## src/logic/fnd_pkg.sv

```systemverilog
package fnd_pkg;
  localparam int WORD_W = 32;
  localparam int CTRL_W = 4;
  localparam int INT_W = 16;
  localparam int MFRAC_W = 24;
  localparam int AUX_W = 14;
  localparam int RDIV_W = 10;
  localparam int CP_W = 4;
  localparam int N_W = 17;
  // Register selects carried in the low control bits
  localparam logic [3:0] REG_WHOLE = 4'h0;
  localparam logic [3:0] REG_MFRAC = 4'h1;
  localparam logic [3:0] REG_AUX = 4'h2;
  localparam logic [3:0] REG_REF = 4'h4;
  // Field positions (low bit of each field)
  localparam int WHOLE_LSB = 4;
  localparam int PRESC_BIT = 20;
  localparam int MFRAC_LSB = 4;
  localparam int ADEN_LSB = 4;
  localparam int AFRAC_LSB = 18;
  localparam int REFMODE_BIT = 9;
  localparam int RDIV_LSB = 10;
  localparam int HALVE_BIT = 20;
  localparam int DBL_BIT = 21;
  localparam int CP_LSB = 22;
  // Reset values
  localparam logic [15:0] WHOLE_RST = 16'h0064;
  localparam logic [13:0] ADEN_RST = 14'h0002;
  localparam logic [9:0] RDIV_RST = 10'h001;
  localparam logic [3:0] CP_RST = 4'h0;
  // Fixed main denominator, two to the twenty-fourth
  localparam logic [24:0] MAIN_DEN = 25'h1000000;
endpackage

```

## src/logic/fnd_mod_if.sv

```systemverilog
`timescale 1ns/1ps
interface fnd_mod_if;
  logic step;
  logic clear;
  logic [15:0] int_part;
  logic [23:0] mfrac;
  logic [13:0] afrac;
  logic [13:0] aden;
  logic [16:0] n_now;
  logic carry;
  modport ctrl (output step, clear, int_part, mfrac, afrac, aden,
                input n_now, carry);
  modport mod (input step, clear, int_part, mfrac, afrac, aden,
               output n_now, carry);
endinterface

```

## src/logic/fnd_divider_top.sv

```systemverilog
`timescale 1ns/1ps
module fnd_divider_top (
  input wire logic clock,
  input wire logic nrst,
  input wire logic sclk,
  input wire logic sdata,
  input wire logic load_strobe,
  input wire logic reference_input,
  input wire logic vco_fb,
  output logic diff_ref_en,
  output logic ref_src_en,
  output logic prescaler_89,
  output logic [3:0] cp_current,
  output logic integer_mode,
  output logic pfd_tick,
  output logic fb_tick,
  output logic [16:0] n_active
);
  fnd_mod_if mi ();

  logic sclk_s1, sclk_s2, sclk_s3;
  logic sdat_s1, sdat_s2;
  logic ld_s1, ld_s2, ld_s3;
  logic ref_s1, ref_s2, ref_s3;
  logic vco_s1, vco_s2, vco_s3;
  logic [31:0] shift_q;
  logic [15:0] whole_q;
  logic presc_q, ref_mode_q;
  logic [23:0] mfrac_buf_q, mfrac_act_q;
  logic [13:0] afrac_buf_q, afrac_act_q, aden_buf_q, aden_act_q;
  logic [9:0] rdiv_buf_q, rdiv_act_q, rcnt_q;
  logic halve_buf_q, halve_act_q, dbl_buf_q, dbl_act_q, half_q;
  logic [3:0] cp_buf_q, cp_act_q;
  logic int_mode_q, pfd_q, fb_q;
  logic [16:0] fcnt_q;
  logic load_ev, commit, ref_ev, ref_ev2, fb_ev;
  logic [3:0] sel;
  logic [9:0] rlim;

  function automatic logic rise(input logic cur, input logic prev);
    rise = cur & ~prev;
  endfunction

  // Every pin passes two flops; a third stage, on all but sdata, only marks edges
  always_ff @(posedge clock or negedge nrst) begin
    if (!nrst) begin
      {sclk_s1, sclk_s2, sclk_s3} <= 3'h0;
      {sdat_s1, sdat_s2} <= 2'h0;
      {ld_s1, ld_s2, ld_s3} <= 3'h0;
      {ref_s1, ref_s2, ref_s3} <= 3'h0;
      {vco_s1, vco_s2, vco_s3} <= 3'h0;
    end else begin
      {sclk_s1, sclk_s2, sclk_s3} <= {sclk, sclk_s1, sclk_s2};
      {sdat_s1, sdat_s2} <= {sdata, sdat_s1};
      {ld_s1, ld_s2, ld_s3} <= {load_strobe, ld_s1, ld_s2};
      {ref_s1, ref_s2, ref_s3} <= {reference_input, ref_s1, ref_s2};
      {vco_s1, vco_s2, vco_s3} <= {vco_fb, vco_s1, vco_s2};
    end
  end

  assign load_ev = rise(ld_s2, ld_s3);
  assign sel = shift_q[fnd_pkg::CTRL_W-1:0];
  assign commit = load_ev && sel == fnd_pkg::REG_WHOLE;

  // Serial word, most significant bit first
  always_ff @(posedge clock or negedge nrst) begin
    if (!nrst) begin
      shift_q <= 32'h00000000;
    end else if (rise(sclk_s2, sclk_s3)) begin
      shift_q <= {shift_q[30:0], sdat_s2};
    end
  end

  // Register latches, written on the load strobe edge; mode, prescaler and whole part act directly, the rest are staged
  always_ff @(posedge clock or negedge nrst) begin
    if (!nrst) begin
      whole_q <= fnd_pkg::WHOLE_RST;
      presc_q <= 1'b0;
      mfrac_buf_q <= 24'h000000;
      afrac_buf_q <= 14'h0000;
      aden_buf_q <= fnd_pkg::ADEN_RST;
      ref_mode_q <= 1'b0;
      rdiv_buf_q <= fnd_pkg::RDIV_RST;
      halve_buf_q <= 1'b0;
      dbl_buf_q <= 1'b0;
      cp_buf_q <= fnd_pkg::CP_RST;
    end else if (load_ev) begin
      unique case (sel)
        fnd_pkg::REG_WHOLE: begin
          whole_q <= shift_q[fnd_pkg::WHOLE_LSB +: fnd_pkg::INT_W];
          presc_q <= shift_q[fnd_pkg::PRESC_BIT];
        end
        fnd_pkg::REG_MFRAC: begin
          mfrac_buf_q <= shift_q[fnd_pkg::MFRAC_LSB +: fnd_pkg::MFRAC_W];
        end
        fnd_pkg::REG_AUX: begin
          aden_buf_q <= shift_q[fnd_pkg::ADEN_LSB +: fnd_pkg::AUX_W];
          afrac_buf_q <= shift_q[fnd_pkg::AFRAC_LSB +: fnd_pkg::AUX_W];
        end
        fnd_pkg::REG_REF: begin
          ref_mode_q <= shift_q[fnd_pkg::REFMODE_BIT];
          rdiv_buf_q <= shift_q[fnd_pkg::RDIV_LSB +: fnd_pkg::RDIV_W];
          halve_buf_q <= shift_q[fnd_pkg::HALVE_BIT];
          dbl_buf_q <= shift_q[fnd_pkg::DBL_BIT];
          cp_buf_q <= shift_q[fnd_pkg::CP_LSB +: fnd_pkg::CP_W];
        end
        default: begin
          // Other latches belong to functions outside this block
        end
      endcase
    end
  end

  // Buffered set moves to the working copy only on a register zero write
  always_ff @(posedge clock or negedge nrst) begin
    if (!nrst) begin
      mfrac_act_q <= 24'h000000;
      afrac_act_q <= 14'h0000;
      aden_act_q <= fnd_pkg::ADEN_RST;
      rdiv_act_q <= fnd_pkg::RDIV_RST;
      halve_act_q <= 1'b0;
      dbl_act_q <= 1'b0;
      cp_act_q <= fnd_pkg::CP_RST;
      int_mode_q <= 1'b1;
    end else if (commit) begin
      mfrac_act_q <= mfrac_buf_q;
      afrac_act_q <= afrac_buf_q;
      aden_act_q <= aden_buf_q;
      rdiv_act_q <= rdiv_buf_q;
      halve_act_q <= halve_buf_q;
      dbl_act_q <= dbl_buf_q;
      cp_act_q <= cp_buf_q;
      int_mode_q <= mfrac_buf_q == 24'h000000
                    && afrac_buf_q == 14'h0000;
    end
  end

  // Doubler counts both reference edges, halve drops every other one
  assign ref_ev = rise(ref_s2, ref_s3)
                  | (dbl_act_q & rise(ref_s3, ref_s2));
  assign ref_ev2 = halve_act_q ? (ref_ev & half_q) : ref_ev;
  // A zero ratio is not legal, so it acts as one
  assign rlim = (rdiv_act_q == 10'h000) ? 10'h001 : rdiv_act_q;

  always_ff @(posedge clock or negedge nrst) begin
    if (!nrst) begin
      half_q <= 1'b0;
    end else if (ref_ev) begin
      half_q <= ~half_q;
    end
  end

  // Reference counter, one comparison tick per rlim qualified edges
  always_ff @(posedge clock or negedge nrst) begin
    if (!nrst) begin
      rcnt_q <= 10'h000;
      pfd_q <= 1'b0;
    end else begin
      pfd_q <= 1'b0;
      if (ref_ev2) begin
        if (rcnt_q >= 10'(rlim - 10'h001)) begin
          rcnt_q <= 10'h000;
          pfd_q <= 1'b1;
        end else begin
          rcnt_q <= 10'(rcnt_q + 10'h001);
        end
      end
    end
  end

  // Feedback counter; modulus is reloaded once per feedback cycle as the modulator steps
  assign fb_ev = rise(vco_s2, vco_s3)
                 && fcnt_q >= 17'(mi.n_now - 17'h00001);
  always_ff @(posedge clock or negedge nrst) begin
    if (!nrst) begin
      fcnt_q <= 17'h00000;
      fb_q <= 1'b0;
    end else begin
      fb_q <= fb_ev;
      if (fb_ev || commit) begin
        fcnt_q <= 17'h00000;
      end else if (rise(vco_s2, vco_s3)) begin
        fcnt_q <= 17'(fcnt_q + 17'h00001);
      end
    end
  end

  assign mi.step = fb_ev;
  assign mi.clear = commit;
  // New whole part lands on the commit edge, so pass it straight through
  assign mi.int_part = commit
                       ? shift_q[fnd_pkg::WHOLE_LSB +: fnd_pkg::INT_W]
                       : whole_q;
  assign mi.mfrac = mfrac_act_q;
  assign mi.afrac = afrac_act_q;
  assign mi.aden = aden_act_q;

  fnd_modulator u_mod (
    .clock(clock),
    .nrst(nrst),
    .m(mi.mod)
  );

  assign diff_ref_en = ref_mode_q;
  assign ref_src_en = ref_mode_q;
  assign prescaler_89 = presc_q;
  assign cp_current = cp_act_q;
  assign integer_mode = int_mode_q;
  assign pfd_tick = pfd_q;
  assign fb_tick = fb_q;
  assign n_active = mi.n_now;

  a_commit_only: assert property (@(posedge clock) disable iff (!nrst)
    !$stable(mfrac_act_q) || !$stable(rdiv_act_q) || !$stable(cp_act_q)
      |-> $past(commit))
    else $error("buffered setting moved without register zero write");
  a_load_mfrac: assert property (@(posedge clock) disable iff (!nrst)
    load_ev && sel == fnd_pkg::REG_MFRAC |=> mfrac_buf_q
      == $past(shift_q[fnd_pkg::MFRAC_LSB +: fnd_pkg::MFRAC_W]))
    else $error("main fraction latch not loaded");
  a_int_mode: assert property (@(posedge clock) disable iff (!nrst)
    integer_mode == (mfrac_act_q == 24'h000000 && afrac_act_q == 14'h0000))
    else $error("integer mode flag disagrees with fractions");
  a_rcnt_bound: assert property (@(posedge clock) disable iff (!nrst)
    rcnt_q < rlim |=> rcnt_q < rlim || $changed(rlim))
    else $error("reference counter passed its ratio");
  a_pfd_wrap: assert property (@(posedge clock) disable iff (!nrst)
    pfd_tick |-> rcnt_q == 10'h000 && $past(ref_ev2))
    else $error("comparison tick without qualified edge");
  a_diff_ref: assert property (@(posedge clock) disable iff (!nrst)
    load_ev && sel == fnd_pkg::REG_REF
      |=> diff_ref_en == $past(shift_q[fnd_pkg::REFMODE_BIT])
      && ref_src_en == diff_ref_en)
    else $error("reference mode not applied");
  a_fb_tick: assert property (@(posedge clock) disable iff (!nrst)
    fb_ev && !commit |=> fb_tick && fcnt_q == 17'h00000)
    else $error("feedback tick missing after full count");
  a_halve_gap: assert property (@(posedge clock) disable iff (!nrst)
    halve_act_q && ref_ev2 |=> !half_q)
    else $error("halve stage passed two edges in a row");
endmodule

```

## src/logic/fnd_modulator.sv

```systemverilog
`timescale 1ns/1ps
module fnd_modulator (
  input wire logic clock,
  input wire logic nrst,
  fnd_mod_if.mod m
);
  logic [13:0] aux_q;
  logic [23:0] main_q;
  logic [16:0] n_now_q;
  logic carry_q;
  logic [14:0] aux_sum;
  logic aux_c;
  logic [13:0] aux_d;
  logic [24:0] main_sum;

  // Auxiliary stage runs exactly over its own modulus, so no residue drifts
  always_comb begin
    aux_sum = {1'b0, aux_q} + {1'b0, m.afrac};
    aux_c = aux_sum >= {1'b0, m.aden};
    aux_d = aux_c ? 14'(aux_sum - {1'b0, m.aden}) : aux_sum[13:0];
    main_sum = {1'b0, main_q} + {1'b0, m.mfrac} + {24'h000000, aux_c};
  end

  // Accumulators advance once per feedback cycle
  always_ff @(posedge clock or negedge nrst) begin
    if (!nrst) begin
      aux_q <= 14'h0000;
      main_q <= 24'h000000;
    end else if (m.clear) begin
      aux_q <= 14'h0000;
      main_q <= 24'h000000;
    end else if (m.step) begin
      aux_q <= aux_d;
      main_q <= main_sum[23:0];
    end
  end

  // Next division is the whole part plus the overflow of the 2^24 wrap
  always_ff @(posedge clock or negedge nrst) begin
    if (!nrst) begin
      n_now_q <= {1'b0, fnd_pkg::WHOLE_RST};
      carry_q <= 1'b0;
    end else if (m.clear) begin
      n_now_q <= {1'b0, m.int_part};
      carry_q <= 1'b0;
    end else if (m.step) begin
      n_now_q <= {1'b0, m.int_part} + {16'h0000, main_sum[24]};
      carry_q <= main_sum[24];
    end
  end

  assign m.n_now = n_now_q;
  assign m.carry = carry_q;

  a_mod_carry: assert property (@(posedge clock) disable iff (!nrst)
    m.step && !m.clear |=> n_now_q == {1'b0, $past(m.int_part)}
      + {16'h0000, carry_q})
    else $error("division does not follow carry");
  a_aux_range: assert property (@(posedge clock) disable iff (!nrst)
    m.aden >= 14'h0002 && $stable(m.aden) && aux_q < m.aden
      |=> aux_q < m.aden)
    else $error("auxiliary accumulator escaped its modulus");
  a_int_no_carry: assert property (@(posedge clock) disable iff (!nrst)
    m.step && m.mfrac == 24'h000000 && m.afrac == 14'h0000
      && main_q == 24'h000000 && aux_q == 14'h0000 |=> !carry_q)
    else $error("carry seen in integer mode");
endmodule

```

## config.mk

```make
export PLATFORM = sky130hd
export DESIGN_NAME = fnd_divider_top
export DESIGN_NICKNAME = d
export VERILOG_FILES = /design/src/logic/fnd_pkg.sv /design/src/logic/fnd_mod_if.sv /design/src/logic/fnd_divider_top.sv /design/src/logic/fnd_modulator.sv
export SDC_FILE = /design/constraint.sdc
export NUM_CORES = 1
export LEC_CHECK = 0
export BUFFER_PORTS_ARGS = -buffer_cell sky130_fd_sc_hd__buf_4
export CORE_MARGIN = 2
export CORE_UTILIZATION = 60
export CTS_BUF_LIST = sky130_fd_sc_hd__clkbuf_4 sky130_fd_sc_hd__clkbuf_8
export CTS_CLUSTER_DIAMETER = 200
export DETAILED_ROUTE_END_ITERATION = 6
export PLACE_DENSITY = 0.77
export SETUP_SLACK_MARGIN = 0.15
export SKIP_LAST_GASP = 1
export SLEW_MARGIN = 20
export SYNTH_ARGS = -nofsm -noshare
export SYNTH_HDL_FRONTEND = slang
export SYNTH_SLANG_ARGS = --single-unit
```

## constraint.sdc

```tcl
create_clock -name clock -period 19.3 [get_ports clock]
set_clock_uncertainty 0.15 [all_clocks]
set_input_delay 3.86 -clock clock [delete_from_list [all_inputs] [get_ports clock]]
set_output_delay 3.86 -clock clock [all_outputs]
set_load 0.05 [all_outputs]
```

==> metrics, run 1 <==
final setup fails=0; Max-Cap Viols=0; post-synth net total=around 1600; CTS sink cnt=286; Synth cell types=around 70; # diodes=0; post-cts sizing count=0; TNS Setup=0 ps; hold depth=0; EDFF count, synth=0; # Post-CTS Setup Buffers=0; post-route cell area=approximately 0.017 sq mm; detailed-route DRC error count=0; Main synth FF type=dfrtp_1; die area=about 0.026 sq mm; Post-Syn Instances=1509; Hold Vio Cnt, Final=0; number of global-route vias before repair=about 11000; CP delay by family, top=compound AO/OA/AOI/OAI gates; layout cell share with drive strength beyond 1=roughly 17%; crit path time final=~7300 ps; Filler Cell Count=between 1500 and 2000; Tcrit/Tclk final=a little under two fifths; Placed Area=0.0155 sq mm; GRT Total Usage=26.1%; FFs w/ async S/R, synth=100%; Worst-Margin Slew=about 1100 ps; GR Overflow Total=0; clk buf depth=3; FF-to-FF path depth=31; synth warn=0; FP Rows=57; post-synthesis sequential area ratio=a little under half; die width=roughly 160 um; commonest non-fill, non-tap cell in the layout=nand2_1; CTS tree=done; Worst setup SP type=register; #FFs+latches synth=~290; Setup CP Type=register to register; first-pass GRT wire length=56000 um; Synth top area share=45.9%; nets@finish=1638; Worst-Skew Late Latency=about 570 ps; final cell count without fillers=around 1900; worst flop-to-flop path startpoint=afrac_act_q[0]; Hold Crit Class=register to register; Pwr Density=108 mW/mm^2; CTS clk-pin slew, worst paths=70 ps; crit path max fanout=4; Setup crit end kind=register; largest net degree at the start of global routing=~190; # H-tree levels=2; number of port buffers=33; Final Core Density=between 60% and 70%; DP Wirelength=roughly 22000 um; Max Freq=between 0.1 and 0.15 GHz; multi-input logic area=between 0.007 and 0.008 sq mm; unrepaired setup endpoints after global routing=false; initial antenna violation count=0; count of final max-slew check failures=0; CTS Hold Bufs=0; Vias per Instance=slightly below 6; Core Region=0.0244 sq mm; gp weighted congestion=between 0.9 and 1; Worst Path Required=between 15000 and 20000 ps; leakage power=between 8 and 9 nW; Reg area=roughly 0.0072 sq mm; total CTS buffers=47; WL/cell=around 17 um; Iteration-0 DRC Markers=651; placed cells=1817; Peak VDD IR=0.112 mV; Routed Antenna Nets=0; Worst Hold End=ref_s2; Avg Cell Area, Syn=9.93 sq um; most frequent cells in the layout=nand2_1 (298), dfrtp_1 (275), o21ai_0 (113), mux2_2 (102), ha_1 (84); CP peak stage delay=approximately 410 ps; main area contributors after synthesis=dfrtp_1 (46%), mux2_2 (7.7%), nand2_1 (7.5%); # IOs=34; die height=162 um; reg-to-reg critical path endpoint=u_mod.m.n_now[12]; CP bufs+invs=1; total power=1.79 mW; relative slew slack=between 20% and 30%; drt first pass iters=5; synthesized cell area=around 0.015 sq mm; crit-path most repeated cell=ha_1; min-delay src=ref_s1; R2R Setup Slk=about 12000 ps; synth-to-layout area growth=10.9%; status=completed; Initial Util=61.4%; cell taking the most area after synthesis=dfrtp_1; WL final=approximately 33000 um; Via Count=roughly 11000; Clock Root Buffer=clkbuf_8; CP max-delay cell=o311ai_1; Worst EP arrival=about 7600 ps
-- flip-flops by register name, summed over array words and instances, names as in the netlist, 16 cells and up --
register and cells:
mfrac_buf_q 24, shift_q 32, whole_q 16, u_mod.m.n_now 17
u_mod.main_q 24, fcnt_q 17, mfrac_act_q 24
-- worst max-delay path by stage --
stage	start	cells after the start	slack [ps]	endpoint
detailed placement	afrac_act_q[0]	31	12140	u_mod.m.n_now[12]
global placement	afrac_act_q[0]	31	12380	u_mod.m.n_now[8]
global route	afrac_act_q[0]	32	11530	u_mod.m.n_now[15]
finish	afrac_act_q[0]	31	11990	u_mod.m.n_now[12]
floorplan	afrac_act_q[0]	32	12800	u_mod.m.n_now[10]
CTS	afrac_act_q[0]	31	12080	u_mod.m.n_now[12]
-- cell usage after synthesis, types with 7 or more instances --
master      n
xor2_1     22
nand2b_1   12
nand4_1    13
and3_1     16
nand3_1    27
or3_1       9
nor2b_1    15
dfrtp_1   275
clkbuf_1   51
nor3_1     31
a21o_1     11
inv_1      40
nand2_1   299
mux2_2    102
nor4_1     28
o21ai_0   113
o21a_1     10
mux2i_1    22
xnor2_1    55
nor2_1     68
o211ai_1    7
ha_1       84
dfstp_2    11
a21oi_1    74
a31oi_1    11
-- area by class of cell --
cell class	count	area share (%)
Multi-Input combinational cell	1124	44.9
Sequential cell	286	43.2
Clock buffer	74	5.57
Tap cell	324	2.44
Timing Repair Buffer	43	2.18
Inverter	41	0.927
Clock inverter	14	0.829
-- cells by family after synthesis --
kind of cell | Yosys count | synth area share (%)
adder cells (fa/ha/maj) | 88 | 7.55
AO/OA/AOI/OAI | 294 | 12.1
multiplexers | 124 | 9.14
buffers and inverters | 99 | 2.63
AND/OR/NAND/NOR | 541 | 16.2
flip-flops | 286 | 47.9
XOR/XNOR | 77 | 4.50
-- power by group --
part / internal (mW) / switching (mW) / leakage [nW] / total [mW]
clock: 0.335 / 0.246 / 0.565 / 0.581
combinational: 0.196 / 0.260 / 3.76 / 0.456
sequential: 0.666 / 0.0835 / 3.88 / 0.749
total: 1.20 / 0.589 / 8.20 / 1.79
-- through the flow --
step | setup slack [ps] | hold WS, ps
finish | 11990 | 198
global placement | 12380 | 186
global route | 11530 | 207
floorplan | 12800 | 181
detailed placement | 12140 | 185
CTS | 12080 | 199
-- per-layer routing --
metal	track usage, %	wire length, um
met4	7.20	673
met3	3.45	1390
met5	0	0
met2	42.2	15700
met1	37.4	15500
No activity file was read; power rests on OpenSTA's default activity.
==> run 2, diff against run 1 <==
--- a/config.mk
+++ b/config.mk
@@ -5,13 +5,14 @@
 export SDC_FILE = /design/constraint.sdc
 export NUM_CORES = 1
 export LEC_CHECK = 0
+export ABC_AREA = 1
 export BUFFER_PORTS_ARGS = -buffer_cell sky130_fd_sc_hd__buf_4
 export CORE_MARGIN = 2
-export CORE_UTILIZATION = 60
+export CORE_UTILIZATION = 59
 export CTS_BUF_LIST = sky130_fd_sc_hd__clkbuf_4 sky130_fd_sc_hd__clkbuf_8
 export CTS_CLUSTER_DIAMETER = 200
 export DETAILED_ROUTE_END_ITERATION = 6
-export PLACE_DENSITY = 0.77
+export PLACE_DENSITY = 0.79
 export SETUP_SLACK_MARGIN = 0.15
 export SKIP_LAST_GASP = 1
 export SLEW_MARGIN = 20
==> constraint.sdc (replaced) <==
create_clock -name clock -period 6.2 [get_ports clock]
set_clock_uncertainty 0.15 [all_clocks]
set_input_delay 1.24 -clock clock [delete_from_list [all_inputs] [get_ports clock]]
set_output_delay 1.24 -clock clock [all_outputs]
set_load 0.05 [all_outputs]
==> metrics, run 2 <==
status=completed; detailed-route DRC error count=0 (unchanged); Combinational Power Share=38.6% (+13 points); Pwr Density=388 mW/mm^2 (+260%); layout cell share with drive strength beyond 1=11.2% (-5.3 points); Hold Crit Class=register to register; # diodes=0 (unchanged); synth warn=0 (unchanged); #FFs+latches synth=286 (unchanged); # H-tree levels=2 (unchanged); Power Internal=4.00 mW (+230%); post-synthesis mux area share=0% (-9.1 points); Net Sw Power=2.59 mW (+340%); Worst setup SP type=register; final cell count without fillers=2276 (+19%); Flop pwr share=35.2% (-6.7 points); FFs w/ async S/R, synth=100% (unchanged); commonest non-fill, non-tap cell in the layout=nand2_1; R2R Setup Slk=540 ps (-11450 ps); Final Core Density=65.7% (-2.4 points); count of final max-slew check failures=0 (unchanged); Setup crit end kind=register; Setup CP Type=register to register; Via Count=12500 (+10%); Reg area=0.00717 sq mm (unchanged); cell taking the most area after synthesis=dfrtp_1; Clock Root Buffer=clkbuf_8; Sw Ratio=39.3% (+6.3 points); die height=165 um (+2.1%); CP peak stage delay=410 ps (about the same); Main synth FF type=dfrtp_1; synthesized cell area=0.0154 sq mm (+2.6%); first-pass GRT wire length=59200 um (+5.7%); total CTS buffers=47 (unchanged); Initial Util=59.5% (-1.9 points); Iteration-0 DRC Markers=903 (+39%); total power=6.59 mW (+270%); Clock Power Share=26.2% (-6.3 points); relative slew slack=29.7% (+0.75 points); post-synthesis sequential area ratio=46.7% (-1.2 points); TNS Setup=0 ps (unchanged); Synth Area in Compound Gates=11.1% (-1.0 points); crit-path most repeated cell=nand2_1; DP Wirelength=24800 um (+13%); Synth cell types=51 (-25%); Post-synth top cells=nand2_1 (576), dfrtp_1 (275), o21ai_0 (198); final setup fails=0 (unchanged); XOR/XNOR Fraction of Synth Area=4.22% (-0.28 points); most frequent cells in the layout=nand2_1 (573), dfrtp_1 (275), o21ai_0 (197), inv_1 (176), nor2_1 (96); Filler Cell Count=2163 (+16%); Tcrit/Tclk final=91.3% (+53 points); GR Overflow Total=0 (unchanged); die area=0.0274 sq mm (+4.2%); Worst EP arrival=5960 ps (-1620 ps); post-synth net total=1962 (+22%); Hold Vio Cnt, Final=0 (unchanged); largest family of logic cells by synthesized area=simple AND/OR/NAND/NOR gates; crit path max fanout=6 (+2); Peak VDD IR=0.252 mV (+130%); unrepaired setup endpoints after global routing=false; register with the most flip-flops=shift_q; CTS tree=done; Adder-Cell Fraction of Synth Area=7.36% (-0.19 points); placed cells=2191 (+21%); Routed Antenna Nets=0 (unchanged); Core Region=0.0258 sq mm (+5.9%); crit path time final=5660 ps (-1650 ps); leakage power=8.61 nW (+5.0%); Max-Cap Viols=0 (unchanged); Worst-Margin Slew=1050 ps (-11.2 ps); Post-Syn Instances=1867 (+24%); GRT Total Usage=26.9% (+0.82 points); # IOs=34 (unchanged); CTS sink cnt=286 (unchanged); Vias per Instance=5.50 (-7.8%); Worst-Skew Late Latency=570 ps (about the same); WL final=35500 um (+6.7%); clk buf depth=3 (unchanged); largest net degree at the start of global routing=161 (-14%); most frequent cell after synthesis=nand2_1; nets@finish=2003 (+22%); Synth top area share=44.8% (-1.2 points); synth-to-layout area growth=10.4%; FP Rows=59 (+3.5%); CTS clk-pin slew, worst paths=60 ps (about the same); Post-Synth Simple-Gate Area=24.5% (+8.3 points); multi-input logic area=0.00735 sq mm (-1.4%); main area contributors after synthesis=dfrtp_1 (45%), nand2_1 (14%), ha_1 (6.8%); drt first pass iters=5 (unchanged); max reg flops=32 (unchanged); EDFF count, synth=0 (unchanged); number of port buffers=33 (unchanged); Max Freq=0.177 GHz (+29%); WL/cell=15.6 um (-11%); gp weighted congestion=0.916 (+1.1%); Avg Cell Area, Syn=8.23 sq um (-17%); CP max-delay cell=fa_2; die width=165 um (+2.1%); number of global-route vias before repair=12100 (+8.4%); initial antenna violation count=0 (unchanged); Worst Path Required=6500 ps (-13070 ps)
## run 2: cell type report
class | count | area share [%]
Clock buffer | 75 | 5.38
Multi-Input combinational cell | 1346 | 43.3
Timing Repair Buffer | 46 | 2.15
Inverter | 181 | 4.01
Tap cell | 335 | 2.47
Clock inverter | 7 | 0.406
Sequential cell | 286 | 42.3
## run 2: metal layers
layer | GRT usage (%) | routed length, um | vias to the layer above
li1 | - | - | 6151
met1 | 37.6 | 16300 | 5996
met2 | 43.3 | 16500 | 296
met3 | 4.65 | 1750 | 72
met4 | 8.23 | 899 | 0
met5 | 0 | 0 | -
## run 2: power by group through the flow
stage	registers, mW	logic, mW	clock network, mW
3_3_place_gp	2.34	2.44	0
4_1_cts	2.32	2.51	1.75
6_report	2.32	2.54	1.73
2_1_floorplan	2.44	1.78	0
5_1_grt	2.35	2.89	1.84
3_5_place_dp	2.35	2.49	0
## run 2: kinds of logic (layout without fill, tap and decap cells)
| group | Yosys count | count (layout) |
|---|---|---|
| and+or+nand+nor | 865 | 865 |
| AOI/OAI and AO/OA | 319 | 319 |
| DFF | 286 | 286 |
| buffers and inverters | 235 | 309 |
| adders and majority gates | 88 | 88 |
| xor gates and xnor gates | 74 | 74 |
## run 2: critical path, delay by kind of cell (launching register included)
family,cells,cell delay [ps]
buf+inv,4,280
flops,1,360
fa+ha+maj,7,2070
simple gates,24,2220
compound gates,3,470
## run 2: path summary, 6_finish.rpt
check,startpoint,endpoint,cells past startpoint
worst max register to register,afrac_act_q[0],u_mod.m.n_now[10],38
worst min register to register,vco_s1,vco_s2,0
min in group asynchronous,nrst,aden_act_q[10],1
worst min-delay path,vco_s1,vco_s2,0
worst max-delay path,afrac_act_q[0],u_mod.m.n_now[10],38
max in group asynchronous,nrst,aden_buf_q[9],2
## run 2: per-stage QoR
| step | instance area, sq um | setup WS [ps] | hold slack (ps) |
|---|---|---|---|
| final | 17000 | 540 | 196 |
| after global routing | 17000 | 147 | 204 |
| after CTS | 16900 | 158 | 199 |
| after detailed placement | 15900 | 105 | 186 |
| after global placement | 15900 | 315 | 184 |
| after floorplan | 15400 | 688 | 181 |
## run 2: timing repair
action,in CTS,in global routing
gates resized for setup,2,20
setup endpoints to repair,6,16
gates cloned,0,0
hold buffers,0,0
pin swaps,1,5
buffers inserted,0,3
